`src/verilog/serial_ctrl_defs.vh`:
```
// constants for the asynchronous serial control and rate block
// assumes a byte-wide register port with a 3-bit word address
`ifndef SERIAL_CTRL_DEFS_VH
`define SERIAL_CTRL_DEFS_VH

// ----------------------------------------
// register offsets
// ----------------------------------------
`define OFS_LINE_STATUS 3'h0
`define OFS_TX_RX_DATA 3'h1
`define OFS_BAUD_SEL 3'h2
`define OFS_FRAME_CFG 3'h3
`define OFS_INT_EN_CTRL 3'h4
`define OFS_RX_EXT_DIV 3'h5
`define OFS_TX_EXT_DIV 3'h7

// ----------------------------------------
// control register bits
// ----------------------------------------
`define BIT_TX_EMPTY_IE 7
`define BIT_TX_DONE_IE 6
`define BIT_RX_IE 5
`define BIT_IDLE_IE 4
`define BIT_TX_ON 3
`define BIT_RX_ON 2
`define BIT_RX_MUTE 1
`define BIT_SEND_BREAK 0

// ----------------------------------------
// frame configuration bits
// ----------------------------------------
`define BIT_RX_BIT8 7
`define BIT_TX_BIT8 6
`define BIT_WORD_LEN 4

// ----------------------------------------
// baud select fields
// ----------------------------------------
`define COARSE_HI 7
`define COARSE_LO 6
`define TXDIV_HI 5
`define TXDIV_LO 3
`define RXDIV_HI 2
`define RXDIV_LO 0

// ----------------------------------------
// reset values and counts
// ----------------------------------------
`define RST_CTRL 8'h00
`define RST_BAUD 8'h00
`define RST_EXT 8'h00
`define RST_CFG 8'h00
`define COARSE_F0 4'h0
`define COARSE_F1 4'h2
`define COARSE_F2 4'h3
`define COARSE_F3 4'hC
`define OVERSAMPLE 16
`define FRAME_LEN_8 4'hA
`define FRAME_LEN_9 4'hB

`endif

```
`src/verilog/serial_ctrl.v`:
```
// asynchronous serial transceiver: control, flags, data holding and rate generation
// assumes a single-cycle register port on mclk and asynchronous txd/rxd pins
//
// Summary of operation
// - tx empty enable passes the tx holding empty flag to the interrupt
// - tx done enable passes the transmission complete flag to the interrupt
// - rx enable passes overrun or rx holding full to the interrupt
// - idle enable passes the idle line flag to the interrupt
// - enabling the transmitter waits one bit time before first frame
// - toggling tx_on off and on mid-frame queues one preamble afterwards
// - tx pin is freed only when both enables clear or never enabled
// - setting rx_on starts hunting for a start bit; clearing stops reception
// - rx_mute selects mute mode; hardware clears it on wake-up
// - while send_break is set, break characters are sent
// - send_break set then cleared sends one break after current word
// - data writes fill tx holding, data reads return rx holding
// - coarse field divides bus clock by 1, 3, 4 or 13
// - tx divisor field divides by two to the code
// - rx divisor field divides by two to the code
// - nonzero rx extended divider further divides the rx rate
// - nonzero tx extended divider further divides the tx rate
// - bit rate is bus clock over 16 times the three factors
// - word length bit picks eight or nine data bits
// - tx empty sets on shifter load; clears by status access then write
// - rx flags clear by status access then data read
// - overrun when word done while rx holding full; holding kept
//
// Chosen here: the register addresses and the address-and-strobe port.

`include "serial_ctrl_defs.vh"

module serial_ctrl
(
    input wire mclk,
    input wire rst_n,
    input wire [2:0] addr,
    input wire [7:0] wdata,
    input wire wr_en,
    input wire rd_en,
    output reg [7:0] rdata,
    output wire irq,
    output reg txd,
    output wire txd_oe,
    input wire rxd
);

// ----------------------------------------
// registers
// ----------------------------------------
reg [7:0] ctrl_reg;
reg [7:0] baud_reg;
reg [7:0] cfg_reg;
reg [7:0] rx_ext_reg;
reg [7:0] tx_ext_reg;
reg [8:0] tx_holding_reg;
reg [8:0] rx_holding_reg;
reg tx_holding_empty_reg;
reg tx_done_flag_reg;
reg rx_holding_full_reg;
reg idle_reg;
reg overrun_reg;
reg noise_reg;
reg frame_err_reg;
reg status_seen_reg;

wire tx_on = ctrl_reg[`BIT_TX_ON];
wire rx_on = ctrl_reg[`BIT_RX_ON];
wire word9 = cfg_reg[`BIT_WORD_LEN];
wire [3:0] frame_len = word9 ? `FRAME_LEN_9 : `FRAME_LEN_8;
wire [7:0] status_val = {tx_holding_empty_reg, tx_done_flag_reg, rx_holding_full_reg,
    idle_reg, overrun_reg, noise_reg, frame_err_reg, 1'b0};

wire st_rd = rd_en && (addr == `OFS_LINE_STATUS);
wire dr_rd = rd_en && (addr == `OFS_TX_RX_DATA);
wire dr_wr = wr_en && (addr == `OFS_TX_RX_DATA);
wire tx_flag_clr = dr_wr && status_seen_reg;
wire rx_flag_clr = dr_rd && status_seen_reg;

// ----------------------------------------
// rate generation
// ----------------------------------------
reg [3:0] coarse_cnt_reg;
reg [3:0] coarse_max;
wire coarse_tick = (coarse_cnt_reg == coarse_max);

always @*
begin
    case (baud_reg[`COARSE_HI:`COARSE_LO])
        2'b00: coarse_max = `COARSE_F0;
        2'b01: coarse_max = `COARSE_F1;
        2'b10: coarse_max = `COARSE_F2;
        2'b11: coarse_max = `COARSE_F3;
        default: coarse_max = `COARSE_F0;
    endcase
end

always @(posedge mclk)
begin
    if (!rst_n || coarse_tick)
        coarse_cnt_reg <= 4'h0;
    else
        coarse_cnt_reg <= coarse_cnt_reg + 4'h1;
end

// index 0 is transmit, index 1 is receive; each gives a 16x oversample tick
wire [5:0] div_codes = {baud_reg[`RXDIV_HI:`RXDIV_LO], baud_reg[`TXDIV_HI:`TXDIV_LO]};
wire [15:0] ext_divs = {rx_ext_reg, tx_ext_reg};
wire [1:0] os_tick;

genvar g;
generate
    for (g = 0; g < 2; g = g + 1)
    begin : rate_chan
        reg [6:0] conv_cnt_reg;
        reg [7:0] ext_cnt_reg;
        wire [2:0] code = div_codes[3*g+2:3*g];
        wire [7:0] ext = ext_divs[8*g+7:8*g];
        wire [6:0] conv_max = (7'h01 << code) - 7'h01;
        wire conv_tick = coarse_tick && (conv_cnt_reg == conv_max);
        wire ext_last = (ext == 8'h00) || (ext_cnt_reg == ext - 8'h01);
        assign os_tick[g] = conv_tick && ext_last;

        always @(posedge mclk)
        begin
            if (!rst_n)
            begin
                conv_cnt_reg <= 7'h00;
                ext_cnt_reg <= 8'h00;
            end
            else
            begin
                if (conv_tick)
                    conv_cnt_reg <= 7'h00;
                else if (coarse_tick)
                    conv_cnt_reg <= conv_cnt_reg + 7'h01;
                if (os_tick[g] || (ext == 8'h00))
                    ext_cnt_reg <= 8'h00;
                else if (conv_tick)
                    ext_cnt_reg <= ext_cnt_reg + 8'h01;
            end
        end
    end
endgenerate

wire tx_tick = os_tick[0];
wire rx_tick = os_tick[1];

// ----------------------------------------
// transmitter
// ----------------------------------------
localparam TX_IDLE = 1'b0;
localparam TX_SHIFT = 1'b1;

reg tx_state_reg;
reg [10:0] tx_shift_reg;
reg [3:0] tx_left_reg;
reg [3:0] tx_sub_reg;
reg tx_is_data_reg;
reg tx_on_prev_reg;
reg brk_prev_reg;
reg tx_delay_reg;
reg pend_pre_reg;
reg pend_brk_reg;
reg tx_used_reg;

wire tx_busy = (tx_state_reg == TX_SHIFT);
wire tx_rise = tx_on && !tx_on_prev_reg;
wire brk_fall = brk_prev_reg && !ctrl_reg[`BIT_SEND_BREAK];
wire bit_end = tx_tick && (tx_sub_reg == 4'hF);
wire frame_end = tx_busy && bit_end && (tx_left_reg == 4'h1);
// start on a tick so the start bit is whole
wire tx_load_data = !tx_busy && tx_on && tx_tick && !tx_delay_reg && !pend_pre_reg
    && !pend_brk_reg && !ctrl_reg[`BIT_SEND_BREAK] && !tx_holding_empty_reg;

// pin released when both enables off or never enabled
assign txd_oe = tx_on || (tx_used_reg && rx_on);

always @(posedge mclk)
begin
    if (!rst_n)
    begin
        tx_state_reg <= TX_IDLE;
        tx_shift_reg <= 11'h7FF;
        tx_left_reg <= 4'h0;
        tx_sub_reg <= 4'h0;
        tx_is_data_reg <= 1'b0;
        tx_on_prev_reg <= 1'b0;
        brk_prev_reg <= 1'b0;
        tx_delay_reg <= 1'b0;
        pend_pre_reg <= 1'b0;
        pend_brk_reg <= 1'b0;
        tx_used_reg <= 1'b0;
        txd <= 1'b1;
    end
    else
    begin
        tx_on_prev_reg <= tx_on;
        brk_prev_reg <= ctrl_reg[`BIT_SEND_BREAK];
        if (tx_on)
            tx_used_reg <= 1'b1;
        if (tx_rise && !tx_busy)
            tx_delay_reg <= 1'b1;
        // off-on pulse during a frame queues a preamble
        if (tx_rise && tx_busy)
            pend_pre_reg <= 1'b1;
        // falling send_break queues one break word
        if (brk_fall)
            pend_brk_reg <= 1'b1;
        if (tx_busy)
        begin
            if (tx_tick)
                tx_sub_reg <= tx_sub_reg + 4'h1;
            if (bit_end)
            begin
                tx_shift_reg <= {1'b1, tx_shift_reg[10:1]};
                tx_left_reg <= tx_left_reg - 4'h1;
                txd <= tx_shift_reg[1];
                if (tx_left_reg == 4'h1)
                begin
                    tx_state_reg <= TX_IDLE;
                    txd <= 1'b1;
                end
            end
        end
        else if (tx_on && tx_tick)
        begin
            tx_sub_reg <= 4'h0;
            if (tx_delay_reg)
            begin
                tx_delay_reg <= 1'b0;
                tx_shift_reg <= 11'h7FF;
                tx_left_reg <= 4'h1;
                tx_is_data_reg <= 1'b0;
                tx_state_reg <= TX_SHIFT;
            end
            else if (pend_pre_reg)
            begin
                pend_pre_reg <= 1'b0;
                tx_shift_reg <= 11'h7FF;
                tx_left_reg <= frame_len;
                tx_is_data_reg <= 1'b0;
                tx_state_reg <= TX_SHIFT;
            end
            else if (pend_brk_reg || ctrl_reg[`BIT_SEND_BREAK])
            begin
                pend_brk_reg <= 1'b0;
                tx_shift_reg <= 11'h000;
                txd <= 1'b0;
                tx_left_reg <= frame_len;
                tx_is_data_reg <= 1'b0;
                tx_state_reg <= TX_SHIFT;
            end
            else if (tx_load_data)
            begin
                // frame of eight or nine data bits
                tx_shift_reg <= word9 ? {1'b1, tx_holding_reg, 1'b0}
                    : {2'b11, tx_holding_reg[7:0], 1'b0};
                txd <= 1'b0;
                tx_left_reg <= frame_len;
                tx_is_data_reg <= 1'b1;
                tx_state_reg <= TX_SHIFT;
            end
        end
    end
end

// ----------------------------------------
// receiver
// ----------------------------------------
localparam RX_HUNT = 1'b0;
localparam RX_BITS = 1'b1;

reg rxd_meta_reg;
reg rxd_sync_reg;
reg rx_state_reg;
reg [3:0] rx_sub_reg;
reg [3:0] rx_idx_reg;
reg [8:0] rx_shift_reg;
reg [2:0] rx_samp_reg;
reg rx_noise_reg;
reg [7:0] idle_cnt_reg;
reg idle_armed_reg;

wire rx_vote = (rx_samp_reg[0] & rx_samp_reg[1]) | (rx_samp_reg[1] & rx_samp_reg[2])
    | (rx_samp_reg[0] & rx_samp_reg[2]);
wire rx_disagree = (rx_samp_reg != 3'b000) && (rx_samp_reg != 3'b111);
wire rx_decide = rx_tick && (rx_state_reg == RX_BITS) && (rx_sub_reg == 4'hA);
wire rx_last = (rx_idx_reg == frame_len - 4'h1);
wire rx_done = rx_decide && rx_last;
wire rx_false_start = rx_decide && (rx_idx_reg == 4'h0) && rx_vote;
wire rx_mute_on = ctrl_reg[`BIT_RX_MUTE];
wire [8:0] rx_word = word9 ? rx_shift_reg : {1'b0, rx_shift_reg[8:1]};
wire idle_seen = rx_tick && (idle_cnt_reg == {frame_len, 4'hF});
wire rx_wake = idle_seen && rx_mute_on;
wire rx_overrun = rx_done && !rx_mute_on && rx_holding_full_reg;
wire rx_store = rx_done && !rx_mute_on && !rx_holding_full_reg;

always @(posedge mclk)
begin
    if (!rst_n)
    begin
        rxd_meta_reg <= 1'b1;
        rxd_sync_reg <= 1'b1;
        rx_state_reg <= RX_HUNT;
        rx_sub_reg <= 4'h0;
        rx_idx_reg <= 4'h0;
        rx_shift_reg <= 9'h000;
        rx_samp_reg <= 3'b111;
        rx_noise_reg <= 1'b0;
        idle_cnt_reg <= 8'h00;
    end
    else
    begin
        rxd_meta_reg <= rxd;
        rxd_sync_reg <= rxd_meta_reg;
        if (!rx_on)
        begin
            rx_state_reg <= RX_HUNT;
            idle_cnt_reg <= 8'h00;
        end
        else if (rx_state_reg == RX_HUNT)
        begin
            rx_sub_reg <= 4'h0;
            rx_idx_reg <= 4'h0;
            rx_noise_reg <= 1'b0;
            if (!rxd_sync_reg)
            begin
                rx_state_reg <= RX_BITS;
                idle_cnt_reg <= 8'h00;
            end
            else if (rx_tick && !idle_seen)
                idle_cnt_reg <= idle_cnt_reg + 8'h01;
        end
        else if (rx_tick)
        begin
            rx_sub_reg <= rx_sub_reg + 4'h1;
            // majority of three mid-bit samples; disagreement marks noise
            if (rx_sub_reg >= 4'h7 && rx_sub_reg <= 4'h9)
                rx_samp_reg <= {rx_samp_reg[1:0], rxd_sync_reg};
            if (rx_decide)
            begin
                if (rx_disagree)
                    rx_noise_reg <= 1'b1;
                if (rx_idx_reg != 4'h0 && !rx_last)
                    rx_shift_reg <= {rx_vote, rx_shift_reg[8:1]};
                if (rx_false_start || rx_last)
                    rx_state_reg <= RX_HUNT;
            end
            if (rx_sub_reg == 4'hF)
                rx_idx_reg <= rx_idx_reg + 4'h1;
        end
    end
end

// ----------------------------------------
// register writes and flags
// ----------------------------------------
always @(posedge mclk)
begin
    if (!rst_n)
    begin
        ctrl_reg <= `RST_CTRL;
        baud_reg <= `RST_BAUD;
        cfg_reg <= `RST_CFG;
        rx_ext_reg <= `RST_EXT;
        tx_ext_reg <= `RST_EXT;
        tx_holding_reg <= 9'h000;
        rx_holding_reg <= 9'h000;
        tx_holding_empty_reg <= 1'b1;
        tx_done_flag_reg <= 1'b1;
        rx_holding_full_reg <= 1'b0;
        idle_reg <= 1'b0;
        overrun_reg <= 1'b0;
        noise_reg <= 1'b0;
        frame_err_reg <= 1'b0;
        status_seen_reg <= 1'b0;
        idle_armed_reg <= 1'b0;
    end
    else
    begin
        if (st_rd)
            status_seen_reg <= 1'b1;
        else if (dr_rd || dr_wr)
            status_seen_reg <= 1'b0;
        if (wr_en)
        begin
            case (addr)
                `OFS_INT_EN_CTRL: ctrl_reg <= wdata;
                `OFS_BAUD_SEL: baud_reg <= wdata;
                `OFS_FRAME_CFG: cfg_reg <= {cfg_reg[7], wdata[6:0]};
                `OFS_RX_EXT_DIV: rx_ext_reg <= wdata;
                `OFS_TX_EXT_DIV: tx_ext_reg <= wdata;
                // write side of the data address
                `OFS_TX_RX_DATA: tx_holding_reg <= {cfg_reg[`BIT_TX_BIT8], wdata};
                default: ;
            endcase
        end
        if (rx_wake)
            ctrl_reg[`BIT_RX_MUTE] <= 1'b0;
        // clear by sequence; a same-cycle load wins
        if (tx_load_data)
            tx_holding_empty_reg <= 1'b1;
        else if (tx_flag_clr)
            tx_holding_empty_reg <= 1'b0;
        if (frame_end && tx_is_data_reg && tx_holding_empty_reg)
            tx_done_flag_reg <= 1'b1;
        else if (tx_flag_clr)
            tx_done_flag_reg <= 1'b0;
        // receive flags clear by sequence; new events win
        if (rx_store)
        begin
            rx_holding_reg <= rx_word;
            cfg_reg[`BIT_RX_BIT8] <= rx_word[8];
            rx_holding_full_reg <= 1'b1;
            noise_reg <= rx_noise_reg || rx_disagree;
            frame_err_reg <= !rx_vote;
            idle_armed_reg <= 1'b1;
        end
        else if (rx_flag_clr)
        begin
            rx_holding_full_reg <= 1'b0;
            noise_reg <= 1'b0;
            frame_err_reg <= 1'b0;
        end
        if (rx_overrun)
            overrun_reg <= 1'b1;
        else if (rx_flag_clr)
            overrun_reg <= 1'b0;
        // idle flag only after a received word re-arms it
        if (idle_seen && idle_armed_reg && !rx_mute_on)
        begin
            idle_reg <= 1'b1;
            idle_armed_reg <= rx_store;
        end
        else if (rx_flag_clr)
            idle_reg <= 1'b0;
    end
end

// ----------------------------------------
// read data
// ----------------------------------------
always @(posedge mclk)
begin
    if (!rst_n)
        rdata <= 8'h00;
    else if (rd_en)
    begin
        case (addr)
            `OFS_LINE_STATUS: rdata <= status_val;
            // read side of the data address
            `OFS_TX_RX_DATA: rdata <= rx_holding_reg[7:0];
            `OFS_BAUD_SEL: rdata <= baud_reg;
            `OFS_FRAME_CFG: rdata <= cfg_reg;
            `OFS_INT_EN_CTRL: rdata <= ctrl_reg;
            `OFS_RX_EXT_DIV: rdata <= rx_ext_reg;
            `OFS_TX_EXT_DIV: rdata <= tx_ext_reg;
            default: rdata <= 8'h00;
        endcase
    end
    else
        rdata <= 8'h00;
end

// ----------------------------------------
// interrupt
// ----------------------------------------
// gated sources into one request
assign irq = (ctrl_reg[`BIT_TX_EMPTY_IE] && tx_holding_empty_reg)
    || (ctrl_reg[`BIT_TX_DONE_IE] && tx_done_flag_reg)
    || (ctrl_reg[`BIT_RX_IE] && (overrun_reg || rx_holding_full_reg))
    || (ctrl_reg[`BIT_IDLE_IE] && idle_reg);

endmodule // serial_ctrl

```
`config.mk`:
```
export PLATFORM = sky130hd
export DESIGN_NAME = serial_ctrl
export DESIGN_NICKNAME = d
export VERILOG_FILES = /design/src/verilog/serial_ctrl.v
export VERILOG_INCLUDE_DIRS = /design/src /design/src/verilog
export SDC_FILE = /design/constraint.sdc
export NUM_CORES = 1
export LEC_CHECK = 0
export BUFFER_PORTS_ARGS = -buffer_cell sky130_fd_sc_hd__buf_2
export CAP_MARGIN = 20
export CORE_AREA = 2 2 120 122
export CTS_CLUSTER_SIZE = 28
export DETAILED_ROUTE_END_ITERATION = 7
export DIE_AREA = 0 0 122 124
export GPL_ROUTABILITY_DRIVEN = 0
export PLACE_DENSITY = 0.88
export SLEW_MARGIN = 20
export SYNTH_ARGS = -nofsm -noshare
export SYNTH_HDL_FRONTEND = slang
export SYNTH_SLANG_ARGS = --single-unit
```
`constraint.sdc`:
```
create_clock -name mclk -period 3.52 [get_ports mclk]
set_clock_uncertainty 0.05 [all_clocks]
set_input_delay 0.704 -clock mclk [delete_from_list [all_inputs] [get_ports mclk]]
set_output_delay 0.704 -clock mclk [all_outputs]
set_load 0.01 [all_outputs]
```
==> Flow_metrics.wiki, run 1 <==
{| class="wikitable"
! Metric !! Value
|-
| Outcome || completed
|-
| Clock transition at the registers of the reported paths || 60 ps
|-
| Capture point of the worst path || idle_cnt_reg[6]
|-
| Share of layout cells above drive strength 1 || 0.0904
|-
| Crit path launch || rate_chan[1].ext[3]
|-
| WL/cell || 17.2 microns
|-
| Post-synth cell types || 72
|-
| Pin count of the biggest net entering global routing || 39
|-
| Setup crit end kind || register
|-
| CTS tree || yes
|-
| Residual overflow from global routing || 0
|-
| Final-layout worst hold slack || 363 ps
|-
| Nets || 1,065
|-
| Top-level I/O count || 27
|-
| Number of buffers added by the clock tree synthesis step || 17
|-
| Rows || 43
|-
| Via count of the first global-routing pass || 6,998
|-
| Areal power density over the cells || 472 nW/um^2
|-
| Synthesis warning total || 0
|-
| Hold violation total from the final report || 0
|-
| Number of antenna violations at the first check in global routing || 0
|-
| Share of flip-flops with an asynchronous set or reset || 0
|-
| Slew Viols, Final || 0
|-
| Die width || 122 microns
|-
| Area added between synthesis and finish || 10.1%
|-
| Synth Flop Type || sky130_fd_sc_hd__dfxtp_1
|-
| Startpoint type of the worst setup path || register
|-
| Final core utilization || 0.680
|-
| Routed via count divided by cell count || 6.24
|-
| Post-Synthesis Net Count || 1,066
|-
| Final setup violating endpoints || 0
|-
| Max rail drop VDD || 330 uV
|-
| Cell area after synthesis || 8470 sq um
|-
| Number of enable-type register cells in the synthesized netlist || 0
|-
| Endpoint required time on the critical path || 3820 ps
|-
| FF-to-FF End || idle_cnt_reg[6]
|-
| Detailed-route via count || 7,618
|-
| Initial core utilization || 0.618
|-
| DRC violation total after the first TritonRoute iteration || 987
|-
| Final worst-path cycle share || 0.956
|-
| Count of antenna diodes in the layout || 0
|-
| Worst reg-to-reg setup slack || 160 ps
|-
| Fill count || 1,030
|-
| Router iterations before antenna repair || 5
|-
| Static power due to leakage || 3.55 nW
|-
| Clock latency on the worst-skew pair || 430 ps
|-
| Clock Sink Count || 167
|-
| Crit path arrival time || 3660 ps
|-
| Global-route wire length before repair || 34,300 microns
|-
| # Post-CTS Setup Buffers || 0
|-
| Part of the Yosys area used for sequential elements || 0.395
|-
| Post-Route WL || 21,000 microns
|-
| Floorplan core area || 13,700 sq um
|-
| H-Tree Depth || 4
|-
| Worst-case headroom to the max-slew limit || 0.485
|-
| Drt drc || 0
|-
| Unrepaired setup endpoints after global routing || false
|-
| Number of nets still failing antenna checks after routing || 0
|-
| Count of input and output buffers || 26
|-
| Max-cap violations || 0
|-
| Number of instances in the synthesized netlist || 1,029
|-
| Type of the worst setup path || register to register
|-
| Actual transition at the worst max-transition pin || 772 ps
|-
| Count of cells resized by post-cts repair || 0
|-
| Root buffer cell || sky130_fd_sc_hd__clkbuf_16
|-
| Final HPWL DP || 14,500 microns
|-
| GRT Overall Usage || 0.286
|-
| Class of the tightest hold or removal check || register to register
|-
| Setup TNS Final || 0 ps
|-
| Seq cells post-synth || 167
|-
| Area of the die || 15,100 sq um
|-
| Number of cells traversed by the worst register-to-register path || 7
|-
| Beginning of the worst register-to-register path || rate_chan[1].ext[3]
|-
| Largest driver fanout on the critical path || 14
|-
| Hold_buf cts || 0
|-
| Clock period minus worst slack || 3360 ps
|-
| Average cell area after synthesis || 8.24 sq um
|-
| Floorplan die height || 124 microns
|-
| Highest clock frequency the design can meet || 0.297 GHz
|-
| Maximum buffer depth of the clock tree || 2
|}
[report_power, final]
part	internal (W)	switching, W	total (W)	leakage (nW)
sequential	0.00192	0.0000426	0.00196	1.35
combinational	0.000153	0.000306	0.000459	1.90
clock	0.00122	0.000769	0.00199	0.305
[routing by layer]
layer	part of all wire	routed length, microns	global-route usage
met4	0.028	590	0.108
met3	0.088	1840	0.0614
met5	0	0	0
met2	0.47	9750	0.478
met1	0.42	8790	0.365
[cells in the final DEF (no fill, tap or decap), drive strengths merged, types with 4 or more instances in the layout]
master and count:
dfxtp 167, nand2 148, nor2 101, a21oi 79
mux2i 54, o21ai 49, buf 41, nand3 37
inv 28, xnor2 27, xor2 26, ha 21
nand4 19, clkbuf 19, or3 17, nor3 16
o211ai 15, nor4 13, or4 12, a211oi 11
nand2b 10, and3 9, a31oi 8, nor2b 7
and4 6, and2 6, clkinv 6, or2 5
nor4b 5, mux2 5, a21o 4, a21boi 4
nand3b 4, mux4 4, bufinv 4
[worst max-delay path, cell delays in order (launching register included)]
cell and delay (ps):
sky130_fd_sc_hd__dfxtp_1 380, sky130_fd_sc_hd__or4_4 570, sky130_fd_sc_hd__or4_1 510, sky130_fd_sc_hd__a222oi_1 420, sky130_fd_sc_hd__a21oi_1 200, sky130_fd_sc_hd__o31a_1 480
sky130_fd_sc_hd__or4_1 510, sky130_fd_sc_hd__a21oi_1 170
[synthesized netlist by cell type (8+ instances only)]
master,instances,area share
sky130_fd_sc_hd__inv_1,27,0.012
sky130_fd_sc_hd__xnor2_1,27,0.028
sky130_fd_sc_hd__nand3_1,37,0.022
sky130_fd_sc_hd__nand2_1,148,0.066
sky130_fd_sc_hd__xor2_1,26,0.027
sky130_fd_sc_hd__a31oi_1,8,0.0059
sky130_fd_sc_hd__mux2i_1,54,0.064
sky130_fd_sc_hd__nor4_1,11,0.0081
sky130_fd_sc_hd__o211ai_1,15,0.013
sky130_fd_sc_hd__nand2b_1,10,0.0074
sky130_fd_sc_hd__nor3_1,15,0.0089
sky130_fd_sc_hd__o21ai_0,46,0.027
sky130_fd_sc_hd__a21oi_1,79,0.047
sky130_fd_sc_hd__ha_1,21,0.031
sky130_fd_sc_hd__or3_1,17,0.013
sky130_fd_sc_hd__or4_1,11,0.0097
sky130_fd_sc_hd__and3_1,9,0.0066
sky130_fd_sc_hd__nand4_1,19,0.014
sky130_fd_sc_hd__nor2_1,101,0.045
sky130_fd_sc_hd__clkbuf_1,49,0.022
sky130_fd_sc_hd__a211oi_1,11,0.0097
sky130_fd_sc_hd__dfxtp_1,167,0.39
[through the flow]
step / cells / setup slack, ps / power, W / cell area, sq um
floorplan: 1029 / 547 / 0.00232 / 8470
global placement: 1189 / 272 / 0.00243 / 8700
detailed placement: 1189 / 185 / 0.00245 / 8700
CTS: 1220 / 183 / 0.00441 / 9330
global route: 1220 / 3.22 / 0.00455 / 9330
finish: 1220 / 156 / 0.00441 / 9330
[kinds of logic (layout without fill, tap and decap cells)]
logic type,count (synthesis),count (layout),share of synthesized area
xor+xnor,53,53,0.0548
mux,63,63,0.0811
fa+ha+maj,22,22,0.0322
buf+inv,89,100,0.0409
flops,167,167,0.395
compound gates,213,213,0.157
simple gates,422,422,0.240
[cell type report]
| type | count | area (sq um) | area share |
|---|---|---|---|
| timing repair buffer | 41 | 243 | 0.0260 |
| clock inverter | 12 | 176 | 0.0189 |
| sequential | 167 | 3340 | 0.358 |
| clock buffer | 19 | 453 | 0.0485 |
| multi-input combinational | 773 | 4780 | 0.513 |
| tap | 180 | 225 | 0.0241 |
| inverter | 28 | 105 | 0.0113 |
[how the worst min path moves through the flow]
stage,from,to,slack (ps),depth (start not counted)
global placement,rxd_meta_reg,rxd_sync_reg,340,1
detailed placement,rxd_meta_reg,rxd_sync_reg,350,1
CTS,rxd_meta_reg,rxd_sync_reg,360,1
global route,rxd_meta_reg,rxd_sync_reg,380,1
floorplan,rxd_meta_reg,rxd_sync_reg,340,1
finish,rxd_meta_reg,rxd_sync_reg,360,1
Note: power is estimated with default switching activity, not from simulation.
==> run 2: changes to the inputs <==
CTS_BUF_LIST = sky130_fd_sc_hd__clkbuf_16   (was default)
==> Flow_metrics.wiki, run 2 (synthesis gave the netlist of run 1 again) <==
{| class="wikitable"
! Metric !! Value
|-
| Global-route wire length before repair || 34,500 microns
|-
| Type of the worst setup path || register to register
|-
| Largest driver fanout on the critical path || 14
|-
| Count of antenna diodes in the layout || 0
|-
| Initial core utilization || 0.618
|-
| Hold violation total from the final report || 0
|-
| Critical Path, Cell by Cell || or4_4 -> or4_1 -> a222oi_1 -> a21oi_1 -> o31a_1 -> or4_1 -> a21oi_1
|-
| Final HPWL DP || 14,500 microns
|-
| Nets || 1,065
|-
| Pin count of the biggest net entering global routing || 39
|-
| Final setup violating endpoints || 0
|-
| Hold Startpoint || rxd_meta_reg
|-
| Number of buffers added by the clock tree synthesis step || 17
|-
| Routed via count divided by cell count || 6.23
|-
| Endpoint required time on the critical path || 3820 ps
|-
| Post-Route WL || 21,100 microns
|-
| Beginning of the worst register-to-register path || rate_chan[1].ext[3]
|-
| Number of antenna violations at the first check in global routing || 0
|-
| Root buffer cell || sky130_fd_sc_hd__clkbuf_16
|-
| Floorplan core area || 13,700 sq um
|-
| Worst-case headroom to the max-slew limit || 0.485
|-
| FF-to-FF End || idle_cnt_reg[6]
|-
| Crit path arrival time || 3670 ps
|-
| Hold_buf cts || 0
|-
| Final worst-path cycle share || 0.955
|-
| Residual overflow from global routing || 0
|-
| Final Power || 0.00437 W
|-
| Number of cells traversed by the worst register-to-register path || 7
|-
| Via count of the first global-routing pass || 7,028
|-
| Clock period minus worst slack || 3360 ps
|-
| DRC violation total after the first TritonRoute iteration || 873
|-
| Highest clock frequency the design can meet || 0.297 GHz
|-
| Worst hold path cell count || 1
|-
| Area added between synthesis and finish || 9.86%
|-
| Slowest-stage cell, CP || sky130_fd_sc_hd__or4_4
|-
| Detailed-route via count || 7,603
|-
| Area after DPL || 8700 sq um
|-
| Rows || 43
|-
| Largest stage delay on the critical path || 570 ps
|-
| Outcome || completed
|-
| Area of the die || 15,100 sq um
|-
| Unrepaired setup endpoints after global routing || false
|-
| Post-Layout Inst Area || 9310 sq um
|-
| Die width || 122 microns
|-
| Max rail drop VDD || 334 uV
|-
| Setup crit end kind || register
|-
| Family of cells with the greatest summed delay on the critical path || simple AND/OR/NAND/NOR gates
|-
| Setup TNS Final || 0 ps
|-
| Clock transition at the registers of the reported paths || 60 ps
|-
| Actual transition at the worst max-transition pin || 773 ps
|-
| Count of input and output buffers || 26
|-
| Worst reg-to-reg setup slack || 160 ps
|-
| Max-cap violations || 0
|-
| Areal power density over the cells || 469 nW/um^2
|-
| Commonest non-fill, non-tap cell in the layout || sky130_fd_sc_hd__dfxtp_1
|-
| Maximum buffer depth of the clock tree || 2
|-
| Static power due to leakage || 3.54 nW
|-
| Floorplan die height || 124 microns
|-
| Fill count || 1,037
|-
| Slew Viols, Final || 0
|-
| Drt drc || 0
|-
| Area of combinational cells with multiple inputs || 4780 sq um
|-
| Clock Sink Count || 167
|-
| Crit path buf inv count || 0
|-
| Startpoint type of the worst setup path || register
|-
| GRT Overall Usage || 0.288
|-
| Share of layout cells above drive strength 1 || 0.0885
|-
| Area taken by flip-flops and latches || 3340 sq um
|-
| Router iterations before antenna repair || 7
|-
| Number of nets still failing antenna checks after routing || 0
|-
| Class of the tightest hold or removal check || register to register
|-
| # Post-CTS Setup Buffers || 0
|-
| Leading cell types in the layout, fill and taps excluded || sky130_fd_sc_hd__dfxtp_1 (167), sky130_fd_sc_hd__nand2_1 (148), sky130_fd_sc_hd__nor2_1 (101)
|-
| Hold Crit Endpoint || rxd_sync_reg
|-
| Final-layout worst hold slack || 363 ps
|-
| Top-level I/O count || 27
|-
| CTS tree || yes
|-
| WL/cell || 17.3 microns
|-
| Clock latency on the worst-skew pair || 430 ps
|-
| H-Tree Depth || 4
|-
| Count of cells resized by post-cts repair || 0
|}
-- run 2: power breakdown --
group          switching, W  internal (W)
clock network      0.000773       0.00118
logic              0.000308      0.000153
registers         0.0000423       0.00192
-- run 2: layout make-up --
type	count	area share
Multi-Input combinational cell	773	0.514
Clock inverter	14	0.0198
Sequential cell	167	0.359
Timing Repair Buffer	41	0.0261
Tap cell	180	0.0242
Inverter	28	0.0113
Clock buffer	17	0.0457
-- run 2: layer usage --
layer,GRT usage,share of wire,vias up
li1,-,-,3650
met1,0.365,0.41,3547
met2,0.483,0.47,348
met3,0.0623,0.088,58
met4,0.111,0.028,0
met5,0,0,-
-- run 2: through the flow --
| step | instances | util | setup WS [ps] |
|---|---|---|---|
| floorplan | 1029 | - | 547 |
| global placement | 1189 | 0.634 | 272 |
| detailed placement | 1189 | 0.634 | 185 |
| CTS | 1220 | 0.679 | 183 |
| global route | 1220 | 0.679 | 3.22 |
| finish | 1220 | 0.679 | 157 |
-- run 2: how the worst max path moves through the flow --
stage / startpoint / to / slack (ps) / cells past startpoint
3_5_place_dp: rate_chan[1].ext[3] / idle_cnt_reg[6] / 180 / 7
2_1_floorplan: rate_chan[1].ext[2] / idle_cnt_reg[5] / 550 / 8
6_report: rate_chan[1].ext[3] / idle_cnt_reg[6] / 160 / 7
4_1_cts: rate_chan[1].ext[3] / idle_cnt_reg[6] / 180 / 7
3_3_place_gp: rate_chan[1].ext[3] / idle_cnt_reg[6] / 270 / 7
5_1_grt: baud_reg[6] / idle_cnt_reg[6] / 3 / 8
